## src/verilog/crf_cfg.svh

```systemverilog
// constants for the cpu register file and operand formatter
`ifndef CRF_CFG_SVH
`define CRF_CFG_SVH
`define CRF_IDX_R0       4'h0
`define CRF_IDX_SP       4'hf
`define CRF_IMASK_LSB    4
`define CRF_IMASK_ONES   4'hf
`define CRF_SR_USED      32'h0000_03f3
`define CRF_SR_RESET     32'h0000_00f0
`define CRF_VBR_RESET    32'h0000_0000
`define CRF_BYTE_BITS    8
`define CRF_WORD_BITS    16
`define CRF_WORD_ALIGN   2'h1
`define CRF_LONG_ALIGN   2'h3
`define CRF_NUM_GPR      16
`define CRF_IMM_MSB      7
`define CRF_IMM_LSB      0
`define CRF_LONG_SEL     14
`define CRF_WORD_SHIFT   1
`define CRF_LONG_SHIFT   2
`endif

```

## src/verilog/crf_pkg.sv

```systemverilog
// types shared by the cpu register file
package crf_pkg;
   typedef enum logic [1:0] {
      CRF_SZ_BYTE = 2'h0,
      CRF_SZ_WORD = 2'h1,
      CRF_SZ_LONG = 2'h2
   } crf_size_t;

   typedef enum logic [1:0] {
      CRF_IMM_SIGN = 2'h0,
      CRF_IMM_ZERO = 2'h1
   } crf_immext_t;

   typedef enum logic [2:0] {
      CRF_CR_SR   = 3'h0,
      CRF_CR_GBR  = 3'h1,
      CRF_CR_VBR  = 3'h2,
      CRF_CR_MAC_HIGH = 3'h3,
      CRF_CR_MAC_LOW = 3'h4,
      CRF_CR_PR   = 3'h5
   } crf_ctrl_t;

   typedef struct packed {
      logic        valid;
      crf_size_t   size;
      logic        isStack;
      logic [31:0] addr;
   } crf_mem_req_t;

   typedef struct packed {
      logic        valid;
      logic [3:0]  idx;
      logic [31:0] data;
   } crf_wr_t;
endpackage

```

## src/verilog/crf_register_file.sv

```systemverilog
// cpu register set with operand extension and alignment checking
//
// Operation
// - sixteen 32-bit general registers for data and address work
// - register zero also serves as index register, read on its own port
// - register fifteen is the stack pointer for exception save/restore
// - status_word, global_base and vector_base are 32-bit control registers
// - global_base supplies the base for peripheral indirect addressing
// - mac_high and mac_low hold multiply and accumulate results
// - procedure_return and program counter are 32-bit system registers
// - stack pointer loads vector table value at reset; others undefined
// - program counter loads vector table value at reset
// - interrupt mask bits reset to ones, reserved zero, vector_base zero
// - byte and word memory loads are sign-extended to 32 bits
// - misaligned word or long accesses raise an address error
// - stack accesses must be long words at multiples of four
// - eight-bit immediates come from the instruction code
// - move, add and compare-equal immediates are sign-extended
// - test and logical immediates are zero-extended
// - word and long immediates are pc-relative memory loads
`timescale 1ns/100ps
`default_nettype none
`include "crf_cfg.svh"

module crf_register_file #(
   parameter int DATA_W = 32
) (
   // clock and reset
   input  wire logic                 clk,
   input  wire logic                 rst,
   // vector table fetch at reset
   input  wire logic                 vecLoad,
   input  wire logic [DATA_W-1:0]    vecPc,
   input  wire logic [DATA_W-1:0]    vecSp,
   // read ports
   input  wire logic [3:0]           rdIdxA,
   input  wire logic [3:0]           rdIdxB,
   output logic      [DATA_W-1:0]    rdDataA,
   output logic      [DATA_W-1:0]    rdDataB,
   output logic      [DATA_W-1:0]    indexReg,
   output logic      [DATA_W-1:0]    stackPtr,
   // general write port
   input  wire crf_pkg::crf_wr_t     wr,
   // control and system register access
   input  wire logic                 ctrlWe,
   input  wire crf_pkg::crf_ctrl_t   ctrlSel,
   input  wire logic [DATA_W-1:0]    ctrlWdata,
   input  wire logic                 macWe,
   input  wire logic [DATA_W-1:0]    macHiIn,
   input  wire logic [DATA_W-1:0]    macLoIn,
   output logic      [DATA_W-1:0]    statusWord,
   output logic      [DATA_W-1:0]    globalBase,
   output logic      [DATA_W-1:0]    vectorBase,
   output logic      [DATA_W-1:0]    macHigh,
   output logic      [DATA_W-1:0]    macLow,
   output logic      [DATA_W-1:0]    procReturn,
   // program counter
   input  wire logic                 pcWe,
   input  wire logic [DATA_W-1:0]    pcIn,
   output logic      [DATA_W-1:0]    progCounter,
   // memory load extension
   input  wire logic                 ldValid,
   input  wire crf_pkg::crf_size_t   ldSize,
   input  wire logic [DATA_W-1:0]    ldRaw,
   output logic      [DATA_W-1:0]    ldExt,
   // immediate extension
   input  wire logic [15:0]          instr,
   input  wire crf_pkg::crf_immext_t immKind,
   output logic      [DATA_W-1:0]    immExt,
   output logic      [DATA_W-1:0]    pcRelAddr,
   // alignment check
   input  wire crf_pkg::crf_mem_req_t memReq,
   output logic                      addrError
);

   // register storage, decoded strobes and next values
   logic [DATA_W-1:0]         gpr [0:`CRF_NUM_GPR-1];
   logic [DATA_W-1:0]         next_rdDataA;
   logic [DATA_W-1:0]         next_rdDataB;
   logic [DATA_W-1:0]         next_indexReg;
   logic [DATA_W-1:0]         next_stackPtr;
   logic [DATA_W-1:0]         next_progCounter;
   logic [DATA_W-1:0]         next_ldExt;
   logic [DATA_W-1:0]         next_immExt;
   logic [DATA_W-1:0]         next_pcRel;
   logic [DATA_W-1:0]         longBase;
   logic [DATA_W-1:0]         wordDisp;
   logic [DATA_W-1:0]         longDisp;
   logic [`CRF_BYTE_BITS-1:0] immField;
   logic                      immSign;
   logic                      next_addrError;
   logic                      wrHitA;
   logic                      wrHitB;
   logic                      wrHitIdx;
   logic                      wrHitSp;
   logic                      ctrlSr;
   logic                      ctrlGbr;
   logic                      ctrlVbr;
   logic                      ctrlMach;
   logic                      ctrlMacl;
   logic                      ctrlPr;
   logic                      misWord;
   logic                      misLong;
   logic                      badStack;

   // one write port; the stack pointer alone also takes the reset vector
   genvar g;
   generate
      for (g = 0; g < `CRF_NUM_GPR; g = g + 1) begin : gen_gpr
         if (g == `CRF_IDX_SP) begin : gen_sp
            always_ff @(posedge clk) begin
               if (vecLoad)
                  gpr[g] <= vecSp;
               else if (wr.valid && wr.idx == 4'(g))
                  gpr[g] <= wr.data;
            end
         end else begin : gen_plain
            // no reset: contents stay undefined until first written
            always_ff @(posedge clk) begin
               if (wr.valid && wr.idx == 4'(g))
                  gpr[g] <= wr.data;
            end
         end
      end
   endgenerate

   // write hits feed the same-cycle forwarding paths
   always_comb begin
      wrHitA   = wr.valid && wr.idx == rdIdxA;
      wrHitB   = wr.valid && wr.idx == rdIdxB;
      wrHitIdx = wr.valid && wr.idx == `CRF_IDX_R0;
      wrHitSp  = wr.valid && wr.idx == `CRF_IDX_SP;
   end

   // forwarding lets a dependent instruction issue behind its producer
   always_comb begin
      next_rdDataA  = wrHitA ? wr.data : gpr[rdIdxA];
      next_rdDataB  = wrHitB ? wr.data : gpr[rdIdxB];
      next_indexReg = wrHitIdx ? wr.data : gpr[`CRF_IDX_R0];
      if (vecLoad)
         next_stackPtr = vecSp;
      else if (wrHitSp)
         next_stackPtr = wr.data;
      else
         next_stackPtr = gpr[`CRF_IDX_SP];
   end

   // read port a
   always_ff @(posedge clk or posedge rst) begin
      if (rst)
         rdDataA <= '0;
      else
         rdDataA <= next_rdDataA;
   end

   // read port b
   always_ff @(posedge clk or posedge rst) begin
      if (rst)
         rdDataB <= '0;
      else
         rdDataB <= next_rdDataB;
   end

   // index register copy for the fixed-operand forms
   always_ff @(posedge clk or posedge rst) begin
      if (rst)
         indexReg <= '0;
      else
         indexReg <= next_indexReg;
   end

   // stack pointer copy for exception save and restore
   always_ff @(posedge clk or posedge rst) begin
      if (rst)
         stackPtr <= '0;
      else
         stackPtr <= next_stackPtr;
   end

   // control register write strobes; unlisted selects are ignored
   always_comb begin
      ctrlSr   = ctrlWe && ctrlSel == crf_pkg::CRF_CR_SR;
      ctrlGbr  = ctrlWe && ctrlSel == crf_pkg::CRF_CR_GBR;
      ctrlVbr  = ctrlWe && ctrlSel == crf_pkg::CRF_CR_VBR;
      ctrlMach = ctrlWe && ctrlSel == crf_pkg::CRF_CR_MAC_HIGH;
      ctrlMacl = ctrlWe && ctrlSel == crf_pkg::CRF_CR_MAC_LOW;
      ctrlPr   = ctrlWe && ctrlSel == crf_pkg::CRF_CR_PR;
   end

   // reserved status bits can never be set by software
   always_ff @(posedge clk or posedge rst) begin
      if (rst)
         statusWord <= `CRF_SR_RESET;
      else if (ctrlSr)
         statusWord <= ctrlWdata & `CRF_SR_USED;
   end

   // vector base starts at zero so early exceptions find their table
   always_ff @(posedge clk or posedge rst) begin
      if (rst)
         vectorBase <= `CRF_VBR_RESET;
      else if (ctrlVbr)
         vectorBase <= ctrlWdata;
   end

   // undefined at reset; no reset keeps these registers cheap
   always_ff @(posedge clk) begin
      if (ctrlGbr)
         globalBase <= ctrlWdata;
   end

   // subroutine return address
   always_ff @(posedge clk) begin
      if (ctrlPr)
         procReturn <= ctrlWdata;
   end

   // multiplier result wins over a software write in the same cycle
   always_ff @(posedge clk) begin
      if (macWe)
         macHigh <= macHiIn;
      else if (ctrlMach)
         macHigh <= ctrlWdata;
   end

   // low half follows the same priority as the high half
   always_ff @(posedge clk) begin
      if (macWe)
         macLow <= macLoIn;
      else if (ctrlMacl)
         macLow <= ctrlWdata;
   end

   // vector fetch outranks a jump in the same cycle
   always_comb begin
      if (vecLoad)
         next_progCounter = vecPc;
      else if (pcWe)
         next_progCounter = pcIn;
      else
         next_progCounter = progCounter;
   end

   always_ff @(posedge clk or posedge rst) begin
      if (rst)
         progCounter <= '0;
      else
         progCounter <= next_progCounter;
   end

   // memory loads are sign-extended from their own top bit
   always_comb begin
      case (ldSize)
         crf_pkg::CRF_SZ_BYTE: begin
            next_ldExt = {{(DATA_W-`CRF_BYTE_BITS){ldRaw[`CRF_BYTE_BITS-1]}},
                          ldRaw[`CRF_BYTE_BITS-1:0]};
         end
         crf_pkg::CRF_SZ_WORD: begin
            next_ldExt = {{(DATA_W-`CRF_WORD_BITS){ldRaw[`CRF_WORD_BITS-1]}},
                          ldRaw[`CRF_WORD_BITS-1:0]};
         end
         default: begin
            next_ldExt = ldRaw;
         end
      endcase
   end

   // holds the last load while no new one arrives
   always_ff @(posedge clk or posedge rst) begin
      if (rst)
         ldExt <= '0;
      else if (ldValid)
         ldExt <= next_ldExt;
   end

   // the byte immediate always sits in the low field of the opcode
   always_comb begin
      immField = instr[`CRF_IMM_MSB:`CRF_IMM_LSB];
      immSign  = immField[`CRF_BYTE_BITS-1];
   end

   // arithmetic forms sign-extend, logical forms zero-extend
   always_comb begin
      case (immKind)
         crf_pkg::CRF_IMM_SIGN: begin
            next_immExt = {{(DATA_W-`CRF_BYTE_BITS){immSign}},
                           immField};
         end
         crf_pkg::CRF_IMM_ZERO: begin
            next_immExt = {{(DATA_W-`CRF_BYTE_BITS){1'b0}},
                           immField};
         end
         default: begin
            next_immExt = {{(DATA_W-`CRF_BYTE_BITS){1'b0}},
                           immField};
         end
      endcase
   end

   // word and long immediates come from a pc-relative table
   always_comb begin
      longBase = progCounter & ~DATA_W'(`CRF_LONG_ALIGN);
      wordDisp = DATA_W'(immField) << `CRF_WORD_SHIFT;
      longDisp = DATA_W'(immField) << `CRF_LONG_SHIFT;
      if (instr[`CRF_LONG_SEL])
         next_pcRel = longBase + longDisp;
      else
         next_pcRel = progCounter + wordDisp;
   end

   // registered so the operand lines up with the execute stage
   always_ff @(posedge clk or posedge rst) begin
      if (rst)
         immExt <= '0;
      else
         immExt <= next_immExt;
   end

   // table address, one cycle after the opcode
   always_ff @(posedge clk or posedge rst) begin
      if (rst)
         pcRelAddr <= '0;
      else
         pcRelAddr <= next_pcRel;
   end

   // a misaligned stack access would corrupt a saved pc or status word
   always_comb begin
      misWord  = memReq.size == crf_pkg::CRF_SZ_WORD
              && (memReq.addr[1:0] & `CRF_WORD_ALIGN) != 2'h0;
      misLong  = memReq.size == crf_pkg::CRF_SZ_LONG
              && (memReq.addr[1:0] & `CRF_LONG_ALIGN) != 2'h0;
      badStack = memReq.isStack
              && (memReq.size != crf_pkg::CRF_SZ_LONG
                  || (memReq.addr[1:0] & `CRF_LONG_ALIGN) != 2'h0);
      next_addrError = memReq.valid
                    && (misWord || misLong || badStack);
   end

   // data of a flagged access is not guaranteed; the flag is the answer
   always_ff @(posedge clk or posedge rst) begin
      if (rst)
         addrError <= 1'b0;
      else
         addrError <= next_addrError;
   end

endmodule // crf_register_file
`default_nettype wire
```

## config.mk

```make
export PLATFORM = sky130hd
export DESIGN_NAME = crf_register_file
export DESIGN_NICKNAME = d
export VERILOG_FILES = /design/src/verilog/crf_pkg.sv /design/src/verilog/crf_register_file.sv
export VERILOG_INCLUDE_DIRS = /design/src /design/src/verilog
export SDC_FILE = /design/constraint.sdc
export NUM_CORES = 1
export LEC_CHECK = 0
export BUFFER_PORTS_ARGS = -buffer_cell sky130_fd_sc_hd__buf_2
export CAP_MARGIN = 20
export CORE_AREA = 3 3 307 309
export DETAILED_ROUTE_END_ITERATION = 10
export DIE_AREA = 0 0 310 312
export PLACE_DENSITY = 0.62
export REMOVE_ABC_BUFFERS = 1
export SLEW_MARGIN = 40
export SYNTH_ARGS = -nofsm -noshare
export SYNTH_HDL_FRONTEND = slang
export SYNTH_SLANG_ARGS = --single-unit
```

## constraint.sdc

```tcl
create_clock -name clk -period 10 [get_ports clk]
set_input_delay 1.5 -clock clk [delete_from_list [all_inputs] [get_ports clk]]
set_output_delay 1.5 -clock clk [all_outputs]
set_load 0.02 [all_outputs]
```

After elaboration in Yosys (flattened, before gate mapping) --
Memories as Yosys holds them, arrays and structs flattened. A register that Yosys moved wholly into a read port is not among the register bits. Index checks and enable logic that the tools add are counted.
Word-level totals: register bits 393, RAM bits 512, input bits 335, output and inout port bits 449, logic and storage cells 188, memories 1
Memory list:
- gpr | depth 16, bits a word 32, rd ports 4, clocked after memory_dff 1, wr ports 2, RTL line crf_register_file.sv:77 | logic [DATA_W-1:0] gpr [0:`CRF_NUM_GPR-1];
Operators by class: add/subtract/negate cells 2, equality and inequality tests 26, mux-type cells 91, bitwise operators 1, reduce and logical (&&, ||, !) cells 53
Operators by type and width (count):
- $mux W32 | 27
- $reduce_or A32 Y1 | 14
- $pmux W32 S2 | 1
- $mux W4 | 14
- $mux W1 | 49
- $add A32 B10 Y32 | 1
- $add A32 B9 Y32 | 1
- $eq A4 B4 Y1 const B | 8
- $logic_and A1 B1 Y1 | 28
- $eq A4 B3 Y1 const B | 4
- $eq A4 B2 Y1 const B | 2
- $eq A4 B4 Y1 | 2
- $reduce_bool A2 Y1 | 4
- $eq A3 B2 Y1 const B | 2
- $eq A3 B3 Y1 const B | 2
- $eq A2 B1 Y1 const B | 2
- $eq A4 B1 Y1 const B | 1
- $logic_not A2 Y1 | 2
- $logic_not A4 Y1 | 1
- $eq A3 B1 Y1 const B | 1
- $logic_not A3 Y1 | 1
- $logic_or A1 B1 Y1 | 3
- $eq A2 B2 Y1 const B | 1
- $ne A2 B2 Y1 const B | 1
- $or A1 B1 Y1 | 1

Logic depth before layout (Yosys ltp) --
word-level depth 19, gate-level depth with buffers 9, gate-level depth less buffers 9

Worst setup path before layout --
No wires, ideal clock.
path kind input-to-reg, from in ctrlSel[2], to reg globalBase[0] (enable), arrival 4.092 ns, required time 9.532 ns, path slack 5.440 ns, stages 2, path buffers 0, path through nand2b_1 > nor3b_1
Between the ends: word-level cells in the longest chain between the ends 2
RTL lines:
- start, declared | RTL line crf_register_file.sv:46 | input wire crf_pkg::crf_ctrl_t ctrlSel,
- $eq A3 B1 Y1 | RTL line crf_register_file.sv:183 | ctrlGbr = ctrlWe && ctrlSel == crf_pkg::CRF_CR_GBR;
- $logic_and A1 B1 Y1 | RTL line crf_register_file.sv:183
- named net ctrlGbr | RTL line crf_register_file.sv:97 | logic ctrlGbr;
- end signal, assigned | RTL line crf_register_file.sv:209 | globalBase <= ctrlWdata;
- end, declared | RTL line crf_register_file.sv:52 | output logic [DATA_W-1:0] globalBase,
The timed path passes the listed nets, and every way through them passes these cells. A chain may end at the register's enable or synchronous reset.

Worst setup path after layout --
from in rdIdxA[0], to reg rdDataA[8]
Between the ends: word-level cells in the longest chain between the ends 3, elaborated cells on any way between the ends 4, classes of those cells 1 x eq/ne; 1 x mux; 1 x reduce/logical; 1 x memory
RTL lines:
- start, declared | RTL line crf_register_file.sv:36 | input wire logic [3:0] rdIdxA,
- parallel branches: the longest is 2 deep, another holds $mem_v2 Z16 W32
- $mux W32 * | RTL line crf_register_file.sv:137 | next_rdDataA = wrHitA ? wr.data : gpr[rdIdxA];
- named net next_rdDataA[8] | RTL line crf_register_file.sv:78 | logic [DATA_W-1:0] next_rdDataA;
- end signal, assigned | RTL line crf_register_file.sv:153 | rdDataA <= next_rdDataA;
- end, declared | RTL line crf_register_file.sv:38 | output logic [DATA_W-1:0] rdDataA,
Mark *: on every way through the listed nets, which the timed path passes.

==> impl_metrics.py <==
metrics = {
    "run_status": {
        "status": "finished clean",
    },
    "clock_tree": {
        "cts.sinks": 914,
        "worstSkewPairLatency_ps": 670,
        "post_cts_buffers": 0,
        "cts.reportedPaths.clkPinSlew_ps": 60,
        "cts_resized": 0,
        "htreeDepth": 3,
        "max-clock-path-buffers": 3,
        "numCtsBuffers": 95,
        "cts-root-buf": "clkbuf_16",
        "tritoncts": "done",
        "cts-hold-fix-buffers": 0,
    },
    "final_layout": {
        "register_area_um2": 25800,
        "fillers": 7430,
        "multiInputGateArea_um2": 13200,
        "finalNetCount": 3309,
        "drive_gt1_share_pct": 45.4,
        "area_delta_synth_final_pct": 20.5,
    },
    "yosys": {
        "ys_types": 56,
        "synthFlopType": "edfxtp_1",
        "syn-instance-count": 2246,
        "seq_area_frac_synth_pct": 64.9,
        "yosysWarnings": 0,
        "synth_edf_count": 608,
        "async_reset_ff_share_pct": 30.0,
        "netlist_area_um2": 39700,
        "ys_ff_latch": 914,
        "syn_area_per_cell_um2": 17.7,
    },
    "sta": {
        "max_freq_mhz": 272,
        "min_period_ps": 3680,
        "setup_violations": 0,
        "rsz0062_at_grt": "false",
        "timing.final.ws_setup_ps": 6320,
        "min_period_over_period_pct": 36.8,
        "tns_ps": 0,
        "worstMarginPinSlew_ps": 842,
        "slew_violations": 0,
        "max_slew_margin_pct": 43.9,
        "skew_ps": 18.3,
        "final-hold-violation-count": 0,
    },
    "placement": {
        "place_ws_ps": 5610,
        "place.gp.congestion": 0.983,
        "port_buffers": 722,
        "dp_hpwl_um": 82800,
    },
    "worst_setup_path": {
        "worstPathArrival_ps": 4220,
        "r2r-end": "pcRelAddr[26]",
        "reg2regPathDepth": 8,
        "start_kind": "input port",
        "crit_family": "buffers and inverters",
        "cp-end-kind": "register",
        "required_ps": 10540,
        "reg2reg_slack_ps": 7210,
        "critPathSlowestCell": "buf_6",
        "crit_chain": "clkbuf_8 -> buf_6 -> xor2_1 -> nor4_4 -> buf_4 -> mux2_2",
        "crit_fanout": 50,
        "crit_type": "in2reg",
        "critical_path.max_stage_delay_ps": 640,
        "r2r-start": "progCounter[2]",
        "cp_num_buf_inv": 3,
    },
    "routing": {
        "wl_per_cell_um": 29.2,
        "totalWireLength_um": 124000,
        "first_iter_violations": 2419,
        "drtAntennaViolNets": 0,
        "drt_pre_antenna_iters": 6,
        "vias": 24200,
        "route.detailed.drc": 0,
        "via_per_inst": 5.71,
    },
    "pwr": {
        "power_density_nw_per_um2": 198,
        "leakage_nw": 18.5,
        "peakVddDrop_uv": 119,
    },
    "worst_hold_path": {
        "hold_path.startpoint": "statusWord[9]",
        "hold_end": "statusWord[9]",
        "hold_class": "reg2reg",
        "hold_depth": 1,
    },
    "global_routing": {
        "grt_overflow_total": 0,
        "grt_max_degree": 100,
        "grt_pass1_vias": 24800,
        "grt_pass1_wl_um": 175000,
        "antenna_found_initial": 19,
        "groute.usage.overall_pct": 25.3,
    },
    "floorplanning": {
        "die_w_um": 310,
        "die_area_um2": 96700,
        "die_h_um": 312,
        "row_count": 111,
        "io_pins": 784,
        "coreArea_um2": 91700,
        "start_util_pct": 43.3,
    },
    "flow_run": {
        "drv_cap": 0,
    },
}
## flip-flops by register name, indices dropped and copies added, names as in the netlist
register / flops
gpr: 512
globalBase: 32
indexReg: 32
ldExt: 32
macHigh: 32
macLow: 32
pcRelAddr: 32
procReturn: 32
progCounter: 32
rdDataA: 32
rdDataB: 32
stackPtr: 32
vectorBase: 32
immExt: 9
statusWord: 8
addrError: 1
## cells in the mapped netlist, drive strengths merged, types with 2 or more instances
master | number | area (um^2)
inv | 7 | 26.3
edfxtp | 608 | 18300
o21ai | 81 | 405
a211oi | 3 | 27.5
a31oi | 10 | 62.6
nor2 | 49 | 184
nand2b | 37 | 231
fa | 2 | 40.0
and2 | 2 | 12.5
nand4 | 7 | 43.8
nand3b | 3 | 22.5
nor2b | 4 | 25.0
a21oi | 27 | 135
a31o | 2 | 17.5
mux4 | 320 | 7210
xor2 | 23 | 201
nand3 | 12 | 60.1
nor3b | 6 | 45.0
dfrtp | 270 | 6760
dfxtp | 32 | 641
o21bai | 2 | 15.0
clkbuf | 73 | 274
ha | 16 | 200
or3 | 2 | 12.5
and3 | 4 | 25.0
nor4 | 4 | 43.8
nand2 | 234 | 878
mux2 | 177 | 1990
xnor2 | 18 | 158
dfstp | 4 | 105
nor3 | 14 | 75.1
a21o | 6 | 45.0
mux2i | 65 | 651
buf | 109 | 729
## cell type report
| cell class | instances | share of cell area [%] |
|---|---|---|
| flip-flops and latches | 914 | 53.8 |
| diodes | 11 | 0.0575 |
| clock buffers | 132 | 5.78 |
| well taps | 1186 | 3.10 |
| clock inverters | 48 | 0.931 |
| inverters | 7 | 0.0706 |
| multi-input cells | 1166 | 27.6 |
| repair buffers | 772 | 8.67 |
## cell families (layout without fill, tap and decap cells)
kind of cell	Yosys count	after routing	synth area share, %
xor gates and xnor gates	41	41	0.904
and+or+nand+nor	382	382	4.26
DFF	914	914	64.9
adders and majority gates	18	18	0.605
other	1	35	0.00944
buffers and inverters	189	959	2.59
muxes	562	562	24.8
AOI/OAI and AO/OA	139	139	1.97
## worst max-delay path by stage
stage	to	start	cells past startpoint
finish	rdDataA[8]	rdIdxA[0]	6
global route	rdDataA[17]	rdIdxA[0]	6
CTS	rdDataA[23]	rdIdxA[0]	6
detailed placement	rdDataA[23]	rdIdxA[0]	6
global placement	rdDataA[15]	rdIdxA[0]	6
floorplan	addrError	rst	1
## power breakdown
part	total, mW	leakage [nW]	internal [mW]	switching [mW]
clock network	3.60	1.59	2.08	1.52
registers	4.48	9.10	4.33	0.146
logic	1.38	7.81	0.533	0.847
## cells in the final DEF, fill, tap and decap left out, types with 12 or more instances in the layout
cell type	netlist	final
dfxtp_1	32	32
clkinv_2	0	26
mux2_2	95	95
nor2_1	49	37
conb_1	1	24
mux2i_1	65	65
mux2_1	82	82
o21ai_1	41	41
mux4_2	320	320
o21ai_0	40	40
clkbuf_1	73	19
clkbuf_8	0	15
nor2_4	0	12
buf_2	19	714
dfrtp_1	270	270
nand3_1	12	12
xnor2_1	18	18
buf_4	67	41
nand2b_1	37	37
xor2_1	23	23
clkbuf_16	0	101
nand2_1	234	234
edfxtp_1	608	608
a21oi_1	27	27
ha_1	16	16
## per-layer routing
| layer | part of all wire [%] | vias to the layer above | global-route usage, % | wire [um] |
|---|---|---|---|---|
| li1 | - | 10200 | - | - |
| met1 | 37 | 12700 | 31.3 | 45900 |
| met2 | 51 | 1066 | 43.2 | 63100 |
| met3 | 7.8 | 212 | 5.96 | 9660 |
| met4 | 4.0 | 6 | 9.34 | 4960 |
| met5 | 0.031 | - | 0 | 38 |
## worst reg2reg max path, cell delays in order (launching register included)
cell	delay, ps
dfrtp_1	570
ha_1	290
fa_1	240
nand3_1	120
a21o_1	180
a31o_1	230
a211oi_2	670
nand4_1	220
xnor2_1	170
## through the flow
step	instance area [um^2]	utilization, %	power, mW	hold slack (ps)	instances
finish	47900	52.2	9.45	487	4236
detailed placement	44500	48.6	5.94	471	4041
global route	47800	52.2	9.79	508	4232
CTS	47700	52.1	9.56	485	4221
floorplan	38800	-	5.26	473	2087
global placement	44400	48.5	5.92	464	4038
(Power assumes the default switching activity.)
